`config.mk`:
```
export PLATFORM = sky130hd
export DESIGN_NAME = gated_interval_timer
export DESIGN_NICKNAME = d
export VERILOG_FILES = /design/src/hdl/timer_pkg.sv /design/src/hdl/pin_sync_edge.sv /design/src/hdl/gated_interval_timer.sv
export SDC_FILE = /design/constraint.sdc
export NUM_CORES = 1
export LEC_CHECK = 0
export ABC_AREA = 1
export BUFFER_PORTS_ARGS = -buffer_cell sky130_fd_sc_hd__buf_2
export CAP_MARGIN = 20
export CORE_ASPECT_RATIO = 1.25
export CORE_MARGIN = 8
export CORE_UTILIZATION = 53
export DETAILED_ROUTE_END_ITERATION = 10
export PLACE_DENSITY = 0.75
export SETUP_SLACK_MARGIN = 0.3
export SYNTH_ARGS = -nofsm -noshare
export SYNTH_HDL_FRONTEND = slang
export SYNTH_SLANG_ARGS = --single-unit
```
`constraint.sdc`:
```
create_clock -name clock -period 2.55 [get_ports clock]
set_input_delay 0 -clock clock [delete_from_list [all_inputs] [get_ports clock]]
set_output_delay 0 -clock clock [all_outputs]
set_load 0.005 [all_outputs]
```
`src/hdl/timer_pkg.sv`:
```
// shared constants, modes and state layout of the gated interval timer
package timer_pkg;

  // ==========================================================
  // count values
  localparam logic [15:0] COUNT_RESET   = 16'h0000; // wrap value
  localparam logic [15:0] COUNT_STEP    = 16'h0001; // one increment

  // ==========================================================
  // prescale select encodings
  localparam logic [1:0]  PSC_SEL_1     = 2'h0;     // 1:1
  localparam logic [1:0]  PSC_SEL_8     = 2'h1;     // 1:8
  localparam logic [1:0]  PSC_SEL_64    = 2'h2;     // 1:64
  localparam logic [1:0]  PSC_SEL_256   = 2'h3;     // 1:256

  // last prescale count (N-1) per setting
  localparam logic [7:0]  PSC_LAST_1    = 8'h00;
  localparam logic [7:0]  PSC_LAST_8    = 8'h07;
  localparam logic [7:0]  PSC_LAST_64   = 8'h3F;
  localparam logic [7:0]  PSC_LAST_256  = 8'hFF;

  // last hold count (N/2-1) after a period match
  localparam logic [7:0]  HOLD_LAST_1   = 8'h00;
  localparam logic [7:0]  HOLD_LAST_8   = 8'h03;
  localparam logic [7:0]  HOLD_LAST_64  = 8'h1F;
  localparam logic [7:0]  HOLD_LAST_256 = 8'h7F;

  // ==========================================================
  // synchronisation depths in external clock edges, and the priority that turns the irq off
  localparam logic [1:0]  START_EDGES   = 2'h2;     // after enable
  localparam logic [1:0]  WRITE_EDGES   = 2'h2;     // count write
  localparam logic [2:0]  PRIO_OFF      = 3'h0;     // irq disabled

  // ==========================================================
  // run states, one-hot
  typedef enum logic [2:0] {
    RUN_IDLE  = 3'b001,
    RUN_ARM   = 3'b010,
    RUN_COUNT = 3'b100
  } run_e;

  // control bits from software
  typedef struct packed {
    logic       enable;            // timer on
    logic       clockSourceSelect; // 1 = pin clock
    logic       extSyncSelect;     // 1 = synchronous external
    logic [1:0] prescaleSelect;    // divider choice
    logic       gateAccumEnable;   // gated accumulation
    logic       asyncWriteBlock;   // drop writes while pending
  } timer_cfg_s;

  // interrupt settings from software
  typedef struct packed {
    logic       timerIrqEnable;
    logic [2:0] irqPriority;
    logic [1:0] irqSubpriority;
  } irq_cfg_s;

  // whole state of the timer core
  typedef struct packed {
    run_e        run;
    logic [15:0] count;
    logic [7:0]  psc;
    logic [7:0]  hold;
    logic [1:0]  startEdges;
    logic        pending;
    logic [1:0]  writeEdges;
    logic [15:0] writeData;
    logic        gateRun;
    logic [15:0] readDly1;
    logic [15:0] readDly2;
    logic        eventFlag;
    logic        matchPulse;
    logic        gatePulse;
    logic [2:0]  prioOut;
    logic [1:0]  subOut;
  } timer_state_s;

  localparam timer_state_s STATE_RESET = '{run: RUN_IDLE, default: '0};

endpackage

```
`src/hdl/pin_sync_edge.sv`:
```
// two-stage pin synchroniser with rising and falling edge pulses
module pin_sync_edge (
  input  wire logic clock,
  input  wire logic rstn,
  input  wire logic pinIn,
  output logic      level,
  output logic      rise,
  output logic      fall
);

  // ==========================================================
  // state
  typedef struct packed {
    logic meta;   // first stage, read only by second
    logic sync;   // synchronised level
    logic last;   // previous synchronised level
  } sync_state_s;

  sync_state_s st_r;   // registered state
  sync_state_s st_nxt; // next state

  // shift the pin through the stages
  always_comb begin
    st_nxt      = st_r;
    st_nxt.meta = pinIn;
    st_nxt.sync = st_r.meta;
    st_nxt.last = st_r.sync;
  end

  // register the stages
  always_ff @(posedge clock or negedge rstn) begin
    if (!rstn) begin
      st_r <= '0;
    end else begin
      st_r <= st_nxt;
    end
  end

  assign level = st_r.sync;
  assign rise  = st_r.sync & ~st_r.last;
  assign fall  = ~st_r.sync & st_r.last;

endmodule

```
`src/hdl/gated_interval_timer.sv`:
```
// 16-bit interval timer: pin clock, gated bus clock, prescaler, flag
// Behaviour
// - pin edges advance count at 1:1
// - match event, then wrap to zero, repeating
// - prescale N advances once per N edges
// - two pin edges wait after enable
// - pin counting continues during processor sleep
// - pending flag high while write synchronises
// - blocking mode drops writes while pending
// - pending reads zero in synchronous modes
// - written value lands after two pin edges
// - async read returns count two cycles old
// - gated: rising gate starts bus-clock counting
// - gated: wrap at period without match event
// - falling gate stops count, raises gate event
// - prescale divides by 1, 8, 64, 256
// - prescaler cleared on reset, disable, write
// - prescaler resynchronises over two pin edges
// - match value held N/2 ticks before wrap
// - events set flag; irq only when enabled
// - flag stays set until software clears
// - priority zero blocks the interrupt request
// - disable stops timer, keeps settings
module gated_interval_timer (
  input  wire logic                  clock,
  input  wire logic                  rstn,
  input  wire logic                  deviceResetNoPor,
  input  wire timer_pkg::timer_cfg_s cfg,
  input  wire timer_pkg::irq_cfg_s   irqCfg,
  input  wire logic                  extClockGatePin,
  input  wire logic                  sleepMode,
  input  wire logic                  countWrite,
  input  wire logic [15:0]           countWriteData,
  input  wire logic [15:0]           periodValue,
  input  wire logic                  flagClear,
  output logic [15:0]                countValue,
  output logic                       asyncWritePending,
  output logic                       timerEventFlag,
  output logic                       irqRequest,
  output logic [2:0]                 irqPriorityOut,
  output logic [1:0]                 irqSubpriorityOut,
  output logic                       matchEvent,
  output logic                       gateEvent
);
  import timer_pkg::*;

  // ==========================================================
  // pin synchroniser
  logic extRise;   // pin rising edge pulse
  logic extFall;   // pin falling edge pulse

  // pin passes two flops before any edge logic
  pin_sync_edge u_pin_sync (
    .clock (clock),
    .rstn  (rstn),
    .pinIn (extClockGatePin),
    .level (),
    .rise  (extRise),
    .fall  (extFall)
  );

  // ==========================================================
  // mode decode
  timer_state_s st_r;       // registered state
  timer_state_s st_nxt;     // next state
  logic         extMode;    // pin is the count source
  logic         asyncMode;  // pin source, not synchronous
  logic         gatedMode;  // bus clock gated by pin
  logic         counting;   // running and enabled
  logic         srcTick;    // one source clock
  logic         atPeriod;   // count equals period
  logic         advance;    // count increments this cycle
  logic [7:0]   pscLast;    // last prescale count
  logic [7:0]   holdLast;   // last hold count

  assign extMode   = cfg.clockSourceSelect;
  assign asyncMode = cfg.clockSourceSelect & ~cfg.extSyncSelect;
  // sync bit ignored with the internal source
  assign gatedMode = ~cfg.clockSourceSelect & cfg.gateAccumEnable;
  assign counting  = cfg.enable & (st_r.run == RUN_COUNT);
  assign atPeriod  = st_r.count == periodValue;

  // pin ticks ignore sleep; bus clock halts in sleep
  always_comb begin
    if (extMode) begin
      srcTick = extRise;
    end else if (gatedMode) begin
      srcTick = ~sleepMode & st_r.gateRun;
    end else begin
      srcTick = ~sleepMode;
    end
  end

  // divider and hold lengths per prescale setting
  always_comb begin
    case (cfg.prescaleSelect)
      PSC_SEL_1: begin
        pscLast  = PSC_LAST_1;
        holdLast = HOLD_LAST_1;
      end
      PSC_SEL_8: begin
        pscLast  = PSC_LAST_8;
        holdLast = HOLD_LAST_8;
      end
      PSC_SEL_64: begin
        pscLast  = PSC_LAST_64;
        holdLast = HOLD_LAST_64;
      end
      PSC_SEL_256: begin
        pscLast  = PSC_LAST_256;
        holdLast = HOLD_LAST_256;
      end
      default: begin
        pscLast  = PSC_LAST_1;
        holdLast = HOLD_LAST_1;
      end
    endcase
  end

  // one increment per N ticks, never past the period
  assign advance = counting & srcTick & (st_r.psc == pscLast)
                 & ~atPeriod;

  // ==========================================================
  // next state
  always_comb begin
    st_nxt            = st_r;
    st_nxt.matchPulse = 1'b0;
    st_nxt.gatePulse  = 1'b0;

    // start-up sequencing
    case (st_r.run)
      RUN_IDLE: begin
        st_nxt.startEdges = 2'h0;
        if (cfg.enable) begin
          // pin source waits for the prescaler to resync
          st_nxt.run = extMode ? RUN_ARM : RUN_COUNT;
        end
      end
      RUN_ARM: begin
        if (extRise) begin
          st_nxt.startEdges = st_r.startEdges + 2'h1;
          if (st_r.startEdges == START_EDGES - 2'h1) begin
            st_nxt.run = RUN_COUNT;
          end
        end
      end
      RUN_COUNT: begin
        st_nxt.run = RUN_COUNT;
      end
      default: begin
        st_nxt.run = RUN_IDLE;
      end
    endcase

    // counting and period handling
    if (counting && srcTick) begin
      if (atPeriod) begin
        // hold the match value, then wrap
        if (st_r.hold == holdLast) begin
          st_nxt.count = COUNT_RESET;
          st_nxt.hold  = 8'h00;
          st_nxt.psc   = 8'h00;
        end else begin
          st_nxt.hold = st_r.hold + 8'h01;
        end
      end else if (st_r.psc == pscLast) begin
        st_nxt.psc   = 8'h00;
        st_nxt.count = st_r.count + COUNT_STEP;
        // match only outside gated mode
        if ((st_r.count + COUNT_STEP) == periodValue && !gatedMode) begin
          st_nxt.matchPulse = 1'b1;
        end
      end else begin
        st_nxt.psc = st_r.psc + 8'h01;
      end
    end

    // gate edges start and stop accumulation
    if (gatedMode && cfg.enable) begin
      if (extRise) begin
        st_nxt.gateRun = 1'b1;
      end
      if (extFall) begin
        st_nxt.gateRun   = 1'b0;
        st_nxt.gatePulse = 1'b1;
      end
    end

    // disable stops counting and the gate, clears prescaler and hold, keeps count and settings
    if (!cfg.enable) begin
      st_nxt.run     = RUN_IDLE;
      st_nxt.psc     = 8'h00;
      st_nxt.hold    = 8'h00;
      st_nxt.gateRun = 1'b0;
    end

    // device reset other than power-on clears prescaler
    if (deviceResetNoPor) begin
      st_nxt.psc = 8'h00;
    end

    // count writes
    if (countWrite) begin
      if (asyncMode) begin
        // blocking mode drops writes while one is pending
        if (!(st_r.pending && cfg.asyncWriteBlock)) begin
          st_nxt.writeData  = countWriteData;
          st_nxt.pending    = 1'b1;
          st_nxt.writeEdges = 2'h0;
        end
      end else begin
        st_nxt.count = countWriteData;
        st_nxt.psc   = 8'h00;
        st_nxt.hold  = 8'h00;
      end
    end else if (st_r.pending && extRise) begin
      st_nxt.writeEdges = st_r.writeEdges + 2'h1;
      if (st_r.writeEdges == WRITE_EDGES - 2'h1) begin
        st_nxt.count   = st_r.writeData;
        st_nxt.psc     = 8'h00;
        st_nxt.hold    = 8'h00;
        st_nxt.pending = 1'b0;
      end
    end

    // synchronous modes never hold a pending write
    if (!asyncMode) begin
      st_nxt.pending = 1'b0;
    end

    // event flag: set wins over clear
    st_nxt.eventFlag = (st_r.eventFlag & ~flagClear)
                     | st_r.matchPulse | st_r.gatePulse;

    // read path lags two cycles
    st_nxt.readDly1 = st_r.count;
    st_nxt.readDly2 = st_r.readDly1;

    // interrupt settings carried to the controller
    st_nxt.prioOut = irqCfg.irqPriority;
    st_nxt.subOut  = irqCfg.irqSubpriority;
  end

  // register the state
  always_ff @(posedge clock or negedge rstn) begin
    if (!rstn) begin
      st_r <= STATE_RESET;
    end else begin
      st_r <= st_nxt;
    end
  end

  // ==========================================================
  // outputs
  assign countValue        = asyncMode ? st_r.readDly2 : st_r.count;
  assign asyncWritePending = st_r.pending & asyncMode;
  assign timerEventFlag    = st_r.eventFlag;
  // request only when enabled and priority non-zero
  assign irqRequest        = st_r.eventFlag & irqCfg.timerIrqEnable
                           & (irqCfg.irqPriority != PRIO_OFF);
  assign irqPriorityOut    = st_r.prioOut;
  assign irqSubpriorityOut = st_r.subOut;
  assign matchEvent        = st_r.matchPulse;
  assign gateEvent         = st_r.gatePulse;
endmodule

```
==> metrics.md, run 1 <==
| Metric | Value |
|---|---|
| Worst-path clk slew | `0.07 ns` |
| Slew headroom | `0.515` |
| Syn Inst Count | `659` |
| Syn_nets | `716` |
| Fin Setup TNS | `0 ns` |
| Largest area contributor in the netlist | `dfrtp_1` |
| Die Wd | `106 microns` |
| Post-CTS setup buffers | `0` |
| Share of the synthesized area in the top cell type | `0.465` |
| Antenna violations before repair | `0` |
| Number of buffers created by CTS | `9` |
| Routed vias/inst | `5.29` |
| Commonest cells post-synth | `nand2_1, dfrtp_1, inv_1` |
| RR Endpoint | `st_r[95]` |
| Cell variety after synth | `40` |
| Fmax | `0.476 GHz` |
| Startpoint types | `flip-flop` |
| Die span in y | `128 microns` |
| Maximum Capacitance Violations | `0` |
| Largest net degree at the start of global routing | `55` |
| Initial Utilization | `0.535` |
| VDD IR max | `0.461 mV` |
| CP max stage cell | `dlygate4sd3_1` |
| GR Util All Layers | `0.210` |
| WP data required | `2.84 ns` |
| Final GP Congestion | `0.879` |
| Tmin final | `2.10 ns` |
| Worst slack at placement | `0.405 ns` |
| Final worst path period share | `0.824` |
| DR pass1 iterations | `7` |
| Grt met1 use | `0.247` |
| Async S/R FF share, synth | `1.00` |
| Met2 Resource Use GR | `0.365` |
| CTS root buffer | `clkbuf_16` |
| Leakage power | `3.24 nW` |
| Worst-Skew Late Latency | `0.35 ns` |
| Area Overhead vs Synth | `20.9%` |
| Via count | `4752` |
| Hold Vio Cnt, Final | `0` |
| Top-count cell post-synth | `nand2_1` |
| Worst-margin pin slew | `0.726 ns` |
| Synthesis-stage register bit count | `100` |
| Reg2reg start | `st_r[94]` |
| Bufs on Longest Clock Path | `2` |
| Worst Hold Depth | `5` |
| Core ar. | `9950 sq um` |
| Drt drc | `0` |
| Routed len/inst | `15.2 microns` |
| I/O pin count | `78` |
| First-pass GRT wire length | `23.0 mm` |
| Fillcell total | `877` |
| Max-slew violation count | `0` |
| Gr ovfl total | `0` |
| EDFF count, synth | `0` |
| Hold slack | `0.0370 ns` |
| CP max stage delay | `0.57 ns` |
| CP Max Fanout | `3` |
| Footprint of the multi-input gates | `2420 sq um` |
| Crit-path cells | `inv_1, nor3_2, nand3_1, dlygate4sd3_1, nand2_1, dlygate4sd3_1` |
| Skew final | `0.00578 ns` |
| CTS tree | `built` |
| Number of setup violations in the final report | `0` |
| HP Class | `in2reg` |
| RSZ-0062 raised after global routing | `false` |
| R2R cell count | `6` |
| R2R Setup Slk | `0.45 ns` |
| Path type of the worst setup path | `reg2reg` |
| Busiest grt layer | `met2` |
| Vias in the first global route | `4883` |
| Final WS setup | `0.449 ns` |
| WP data arrival | `2.39 ns` |
| N_diodes | `0` |
| Ranking of synthesized cells by area | `dfrtp_1, nand2_1, inv_1` |
| Final nets | `821` |
| H-tree depth | `3` |
| Reg area | `2510 sq um` |
| Iter 0 DRT Violations | `301` |
| Main synth FF type | `dfrtp_1` |
| Mapped Avg Cell Area | `8.08 sq um` |
| Full die area | `13500 sq um` |
| Post-Syn Area | `5330 sq um` |
| Sequential area share after synthesis | `0.470` |
| I/O Buffers | `77` |
| HP Start | `countWrite` |
| Status | `finished, final reports clean` |
| Worst Hold Path EP | `st_r[59]` |
| Synth warn | `0` |
| Post-route ant nets | `0` |
| DP HPWL | `9.96 mm` |
| Grt met3 use | `0.0428` |
| Drt total wl | `13.7 mm` |
| Clock net sink count | `100` |
| Layout cell share with drive strength beyond 1 | `0.192` |
| Most used cell along the critical path | `dlygate4sd3_1` |
| Cell row count | `41` |
| CP Capture Type | `flip-flop` |
| Power per cell area | `589 nW/um^2` |
==> metrics by stage <==
step / utilization / std cells / total power, mW / area, sq um
finish: 0.647 / 898 / 3.79 / 6440
global route: 0.647 / 898 / 3.98 / 6440
CTS: 0.644 / 898 / 3.81 / 6410
detailed placement: 0.584 / 852 / 2.45 / 5820
global placement: 0.584 / 851 / 2.43 / 5810
floorplan: - / 659 / 2.21 / 5330
==> area by class of cell <==
type / instances / area share
well taps: 129 / 0.0251
clock buffers: 13 / 0.0420
flip-flops and latches: 100 / 0.390
inverters: 83 / 0.0488
repair buffers: 113 / 0.116
clock inverters: 3 / 0.00311
multi-input cells: 457 / 0.375
==> flip-flops by register name, indices dropped and copies added (netlist names), 2 cells and up <==
signal,cells
irqPriorityOut,3
irqSubpriorityOut,2
st_nxt,32
st_r,57
==> what timing repair did <==
action                     in CTS  in global routing
gates resized for setup         0                 10
hold buffers                   30                  0
hold endpoints to repair      101                  0
setup endpoints to repair       0                 14
==> logic make-up (layout without fill, tap and decap cells) <==
group           Yosys count  in the layout  synth area share
compound gates           95             95             0.106
xor+xnor                 17             17            0.0305
fa+ha+maj                 5              5            0.0117
buf+inv                 102            212            0.0810
flops                   100            100             0.470
mux                      16             16            0.0338
simple gates            324            324             0.267
==> worst max path at each step <==
stage / start / end / cells past startpoint
after floorplan: st_nxt[33] / st_nxt[31] / 14
after global placement: st_nxt[32] / st_nxt[34] / 12
after detailed placement: st_nxt[32] / st_nxt[37] / 12
after CTS: st_nxt[32] / st_nxt[37] / 12
after global routing: st_nxt[37] / st_nxt[31] / 13
final: st_r[94] / st_r[95] / 6
==> where the power goes <==
group,switching (mW),total [mW],leakage [nW],internal (mW)
Sequential,0.105,1.86,1.25,1.75
Combinational,0.344,0.611,1.86,0.268
Clock,0.581,1.32,0.138,0.740
==> critical path: cells and delay by family, from the launching register on <==
kind,cells,cell delay [ns]
buffers and inverters,3,1.15
DFF,1,0.53
and+or+nand+nor,3,0.35
==> routing by layer <==
metal	vias up	wire length [microns]	share of wire
met5	-	0	0
met4	0	278	0.020
met3	23	707	0.052
met2	139	6920	0.51
met1	2253	5760	0.42
li1	2337	-	-
==> cells in the final DEF (no fill, tap or decap), drive strengths merged, types with 16 or more instances in the layout <==
master         n
dfrtp         99
nor2          68
nand3         29
buf           83
mux2          16
dlygate4sd3   30
inv           80
nand4         21
a22oi         20
o21ai         37
nand2        190
a21oi         24
No activity file was read; power rests on OpenSTA's default activity.
==> inputs of run 2 (changes only) <==
--- a/config.mk
+++ b/config.mk
@@ -5,14 +5,14 @@
 export SDC_FILE = /design/constraint.sdc
 export NUM_CORES = 1
 export LEC_CHECK = 0
-export ABC_AREA = 1
+export ABC_AREA = 0
 export BUFFER_PORTS_ARGS = -buffer_cell sky130_fd_sc_hd__buf_2
 export CAP_MARGIN = 20
 export CORE_ASPECT_RATIO = 1.25
 export CORE_MARGIN = 8
-export CORE_UTILIZATION = 53
+export CORE_UTILIZATION = 51
 export DETAILED_ROUTE_END_ITERATION = 10
-export PLACE_DENSITY = 0.75
+export PLACE_DENSITY = 0.76
 export SETUP_SLACK_MARGIN = 0.3
 export SYNTH_ARGS = -nofsm -noshare
 export SYNTH_HDL_FRONTEND = slang
==> constraint.sdc (replaced) <==
create_clock -name clock -period 1.7 [get_ports clock]
set_input_delay 0 -clock clock [delete_from_list [all_inputs] [get_ports clock]]
set_output_delay 0 -clock clock [all_outputs]
set_load 0.005 [all_outputs]
==> metrics.md, run 2 <==
| Metric | Value |
|---|---|
| Async S/R FF share, synth | `1.00 (unchanged)` |
| DR pass1 iterations | `5 (-2)` |
| RSZ-0062 raised after global routing | `true` |
| EDFF count, synth | `0 (unchanged)` |
| Failing checks | `negative setup slack` |
| Tmin final | `2.52 ns (+0.424 ns)` |
| Commonest non-fill, non-tap cell in the layout | `buf_4` |
| Final worst path period share | `1.49 (+0.661)` |
| Fillcell total | `631 (-28%)` |
| Max-slew violation count | `0 (unchanged)` |
| Number of setup violations in the final report | `33 (+33)` |
| DP HPWL | `10.1 mm (+0.99%)` |
| Startpoint types | `flip-flop` |
| Full die area | `13300 sq um (-1.7%)` |
| CP Max Fanout | `7 (+4)` |
| Cell variety after synth | `56 (+40%)` |
| Placed Instances | `771 (-9.5%)` |
| Path type of the worst setup path | `reg2reg` |
| Largest net degree at the start of global routing | `41 (-25%)` |
| Number of buffers created by CTS | `9 (unchanged)` |
| CTS root buffer | `clkbuf_16` |
| Core Util, Final | `0.763 (+0.116)` |
| Iter 0 DRT Violations | `252 (-16%)` |
| Largest Register | `st_r` |
| Layout cell share with drive strength beyond 1 | `0.438 (+0.245)` |
| Maximum Capacitance Violations | `0 (unchanged)` |
| Mapped Avg Cell Area | `10.3 sq um (+28%)` |
| Syn_nets | `543 (-24%)` |
| Power per cell area | `817 nW/um^2 (+39%)` |
| Cell area after layout | `7330 sq um (+14%)` |
| WP data arrival | `2.79 ns (+0.40 ns)` |
| N_diodes | `0 (unchanged)` |
| Area Overhead vs Synth | `45.8%` |
| Slew headroom | `0.643 (+0.128)` |
| Skew final | `0.00864 ns (+0.00286 ns)` |
| GR Util All Layers | `0.223 (+0.0127)` |
| CTS tree | `built` |
| Routed vias/inst | `5.69 (+7.4%)` |
| Leakage power | `3.25 nW (+0.32%)` |
| Fmax | `0.396 GHz (-17%)` |
| Antenna violations before repair | `0 (unchanged)` |
| Hold slack | `0.0355 ns (-0.00145 ns)` |
| Ranking of synthesized cells by area | `dfrtp_1, mux2_2, xnor2_1` |
| Status | `complete, but fails checks` |
| Worst-path clk slew | `0.06 ns (about the same)` |
| Core ar. | `9610 sq um (-3.4%)` |
| Sequential area share after synthesis | `0.498 (+0.0283)` |
| Drt drc | `0 (unchanged)` |
| Main synth FF type | `dfrtp_1` |
| Max FFs per register | `57 (unchanged)` |
| Clock net sink count | `100 (unchanged)` |
| Post-route ant nets | `0 (unchanged)` |
| VDD IR max | `0.664 mV (+44%)` |
| Final non-filler cell total | `832 (-7.3%)` |
| Final GP Congestion | `0.920 (+4.6%)` |
| Initial Utilization | `0.523 (-0.0124)` |
| Final nets | `759 (-7.6%)` |
| Most frequent cells in the layout | `buf_4, dfrtp_1, buf_2, mux2_2, nand2_1` |
| WP data required | `1.96 ns (-0.88 ns)` |
| CP Capture Type | `flip-flop` |
| Bufs on Longest Clock Path | `2 (unchanged)` |
| First-pass GRT wire length | `23.9 mm (+4.2%)` |
| Gr ovfl total | `0 (unchanged)` |
| Cell row count | `40 (-2.4%)` |
| Top-count cell post-synth | `dfrtp_1` |
| Worst slack at placement | `-0.821 ns (-1.23 ns)` |
| Synth warn | `0 (unchanged)` |
| Post-Syn Area | `5020 sq um (-5.7%)` |
| Die Wd | `105 microns (-0.85%)` |
| I/O pin count | `78 (unchanged)` |
| Vias in the first global route | `4931 (+0.98%)` |
| H-tree depth | `3 (unchanged)` |
| Placed cell areas | `6280 sq um (+8.0%)` |
| HP Class | `in2reg` |
| Commonest cells post-synth | `dfrtp_1, o21ai_0, nand2_1` |
| Die span in y | `127 microns (-0.87%)` |
| Routed len/inst | `18.3 microns (+20%)` |
| Hold Vio Cnt, Final | `0 (unchanged)` |
| Synthesis-stage register bit count | `100 (unchanged)` |
| Via count | `4730 (-0.46%)` |
| Largest area contributor in the netlist | `dfrtp_1` |
| Final WS setup | `-0.825 ns (-1.27 ns)` |
| Worst-margin pin slew | `0.536 ns (-0.190 ns)` |
| Share of the synthesized area in the top cell type | `0.493 (+0.0280)` |
| Syn Inst Count | `486 (-26%)` |
| Drt total wl | `15.2 mm (+11%)` |
| I/O Buffers | `77 (unchanged)` |
| Worst-Skew Late Latency | `0.35 ns (about the same)` |
## run 2: layer usage
metal  vias to the layer above  global-route usage  part of all wire
met4                         0              0.0968             0.025
met3                        34              0.0604             0.063
met2                       184               0.380              0.51
met1                      2313               0.258              0.40
li1                       2199                   -                 -
met5                         -                   0                 0
## run 2: critical path, stage by stage, from the launching register on
cell,delay [ns]
dfrtp_1,0.41
xnor2_2,0.22
nand4_1,0.17
or4_4,0.47
or4_4,0.60
or4_1,0.41
a21oi_1,0.16
## run 2: layout make-up
type	instances	area, sq um	area share
multi-input cells	351	2660	0.363
flip-flops and latches	100	2500	0.342
repair buffers	230	1700	0.232
clock buffers	10	229	0.0313
well taps	126	158	0.0215
inverters	10	37.5	0.00512
clock inverters	5	36.3	0.00495
## run 2: cells by family (layout without fill, tap and decap cells)
logic type | after synthesis | in the layout | share of synthesized area
flip-flops | 100 | 100 | 0.498
XOR/XNOR | 41 | 41 | 0.0759
multiplexers | 32 | 32 | 0.0715
adder cells (fa/ha/maj) | 5 | 5 | 0.0125
buffers and inverters | 35 | 255 | 0.0306
AO/OA/AOI/OAI | 117 | 117 | 0.145
AND/OR/NAND/NOR | 156 | 156 | 0.166
## run 2: timing repair
item	CTS	global route
gates resized for setup	59	41
setup endpoints to repair	34	39
setup buffers	11	5
gates cloned	2	1
hold buffers	27	0
hold endpoints to repair	79	0
pin swaps	22	16
## run 2: final timing paths
kind | from | endpoint | slack, ns | depth (start not counted)
max in group asynchronous | rstn | st_r[9] | 0.83 | 3
min in group asynchronous | rstn | st_r[20] | 0.16 | 2
setup reg to reg | st_nxt[28] | st_r[69] | -0.82 | 6
setup / recovery | st_nxt[28] | st_r[69] | -0.82 | 6
hold reg to reg | st_nxt[8] | st_r[8] | 0.35 | 0
hold / removal | cfg[4] | st_r[59] | 0.04 | 4
## run 2: per-stage QoR
step / power [mW] / TNS [ns]
floorplan: 3.35 / -14.27
global placement: 3.86 / -19.62
detailed placement: 3.92 / -20.35
CTS: 5.93 / -19.51
global route: 6.24 / -24.02
finish: 5.99 / -21.76
## run 2: where the power goes
group | total, mW | switching [mW] | internal, mW
sequential | 2.75 | 0.124 | 2.62
combinational | 1.37 | 0.668 | 0.705
clock | 1.87 | 0.875 | 0.992
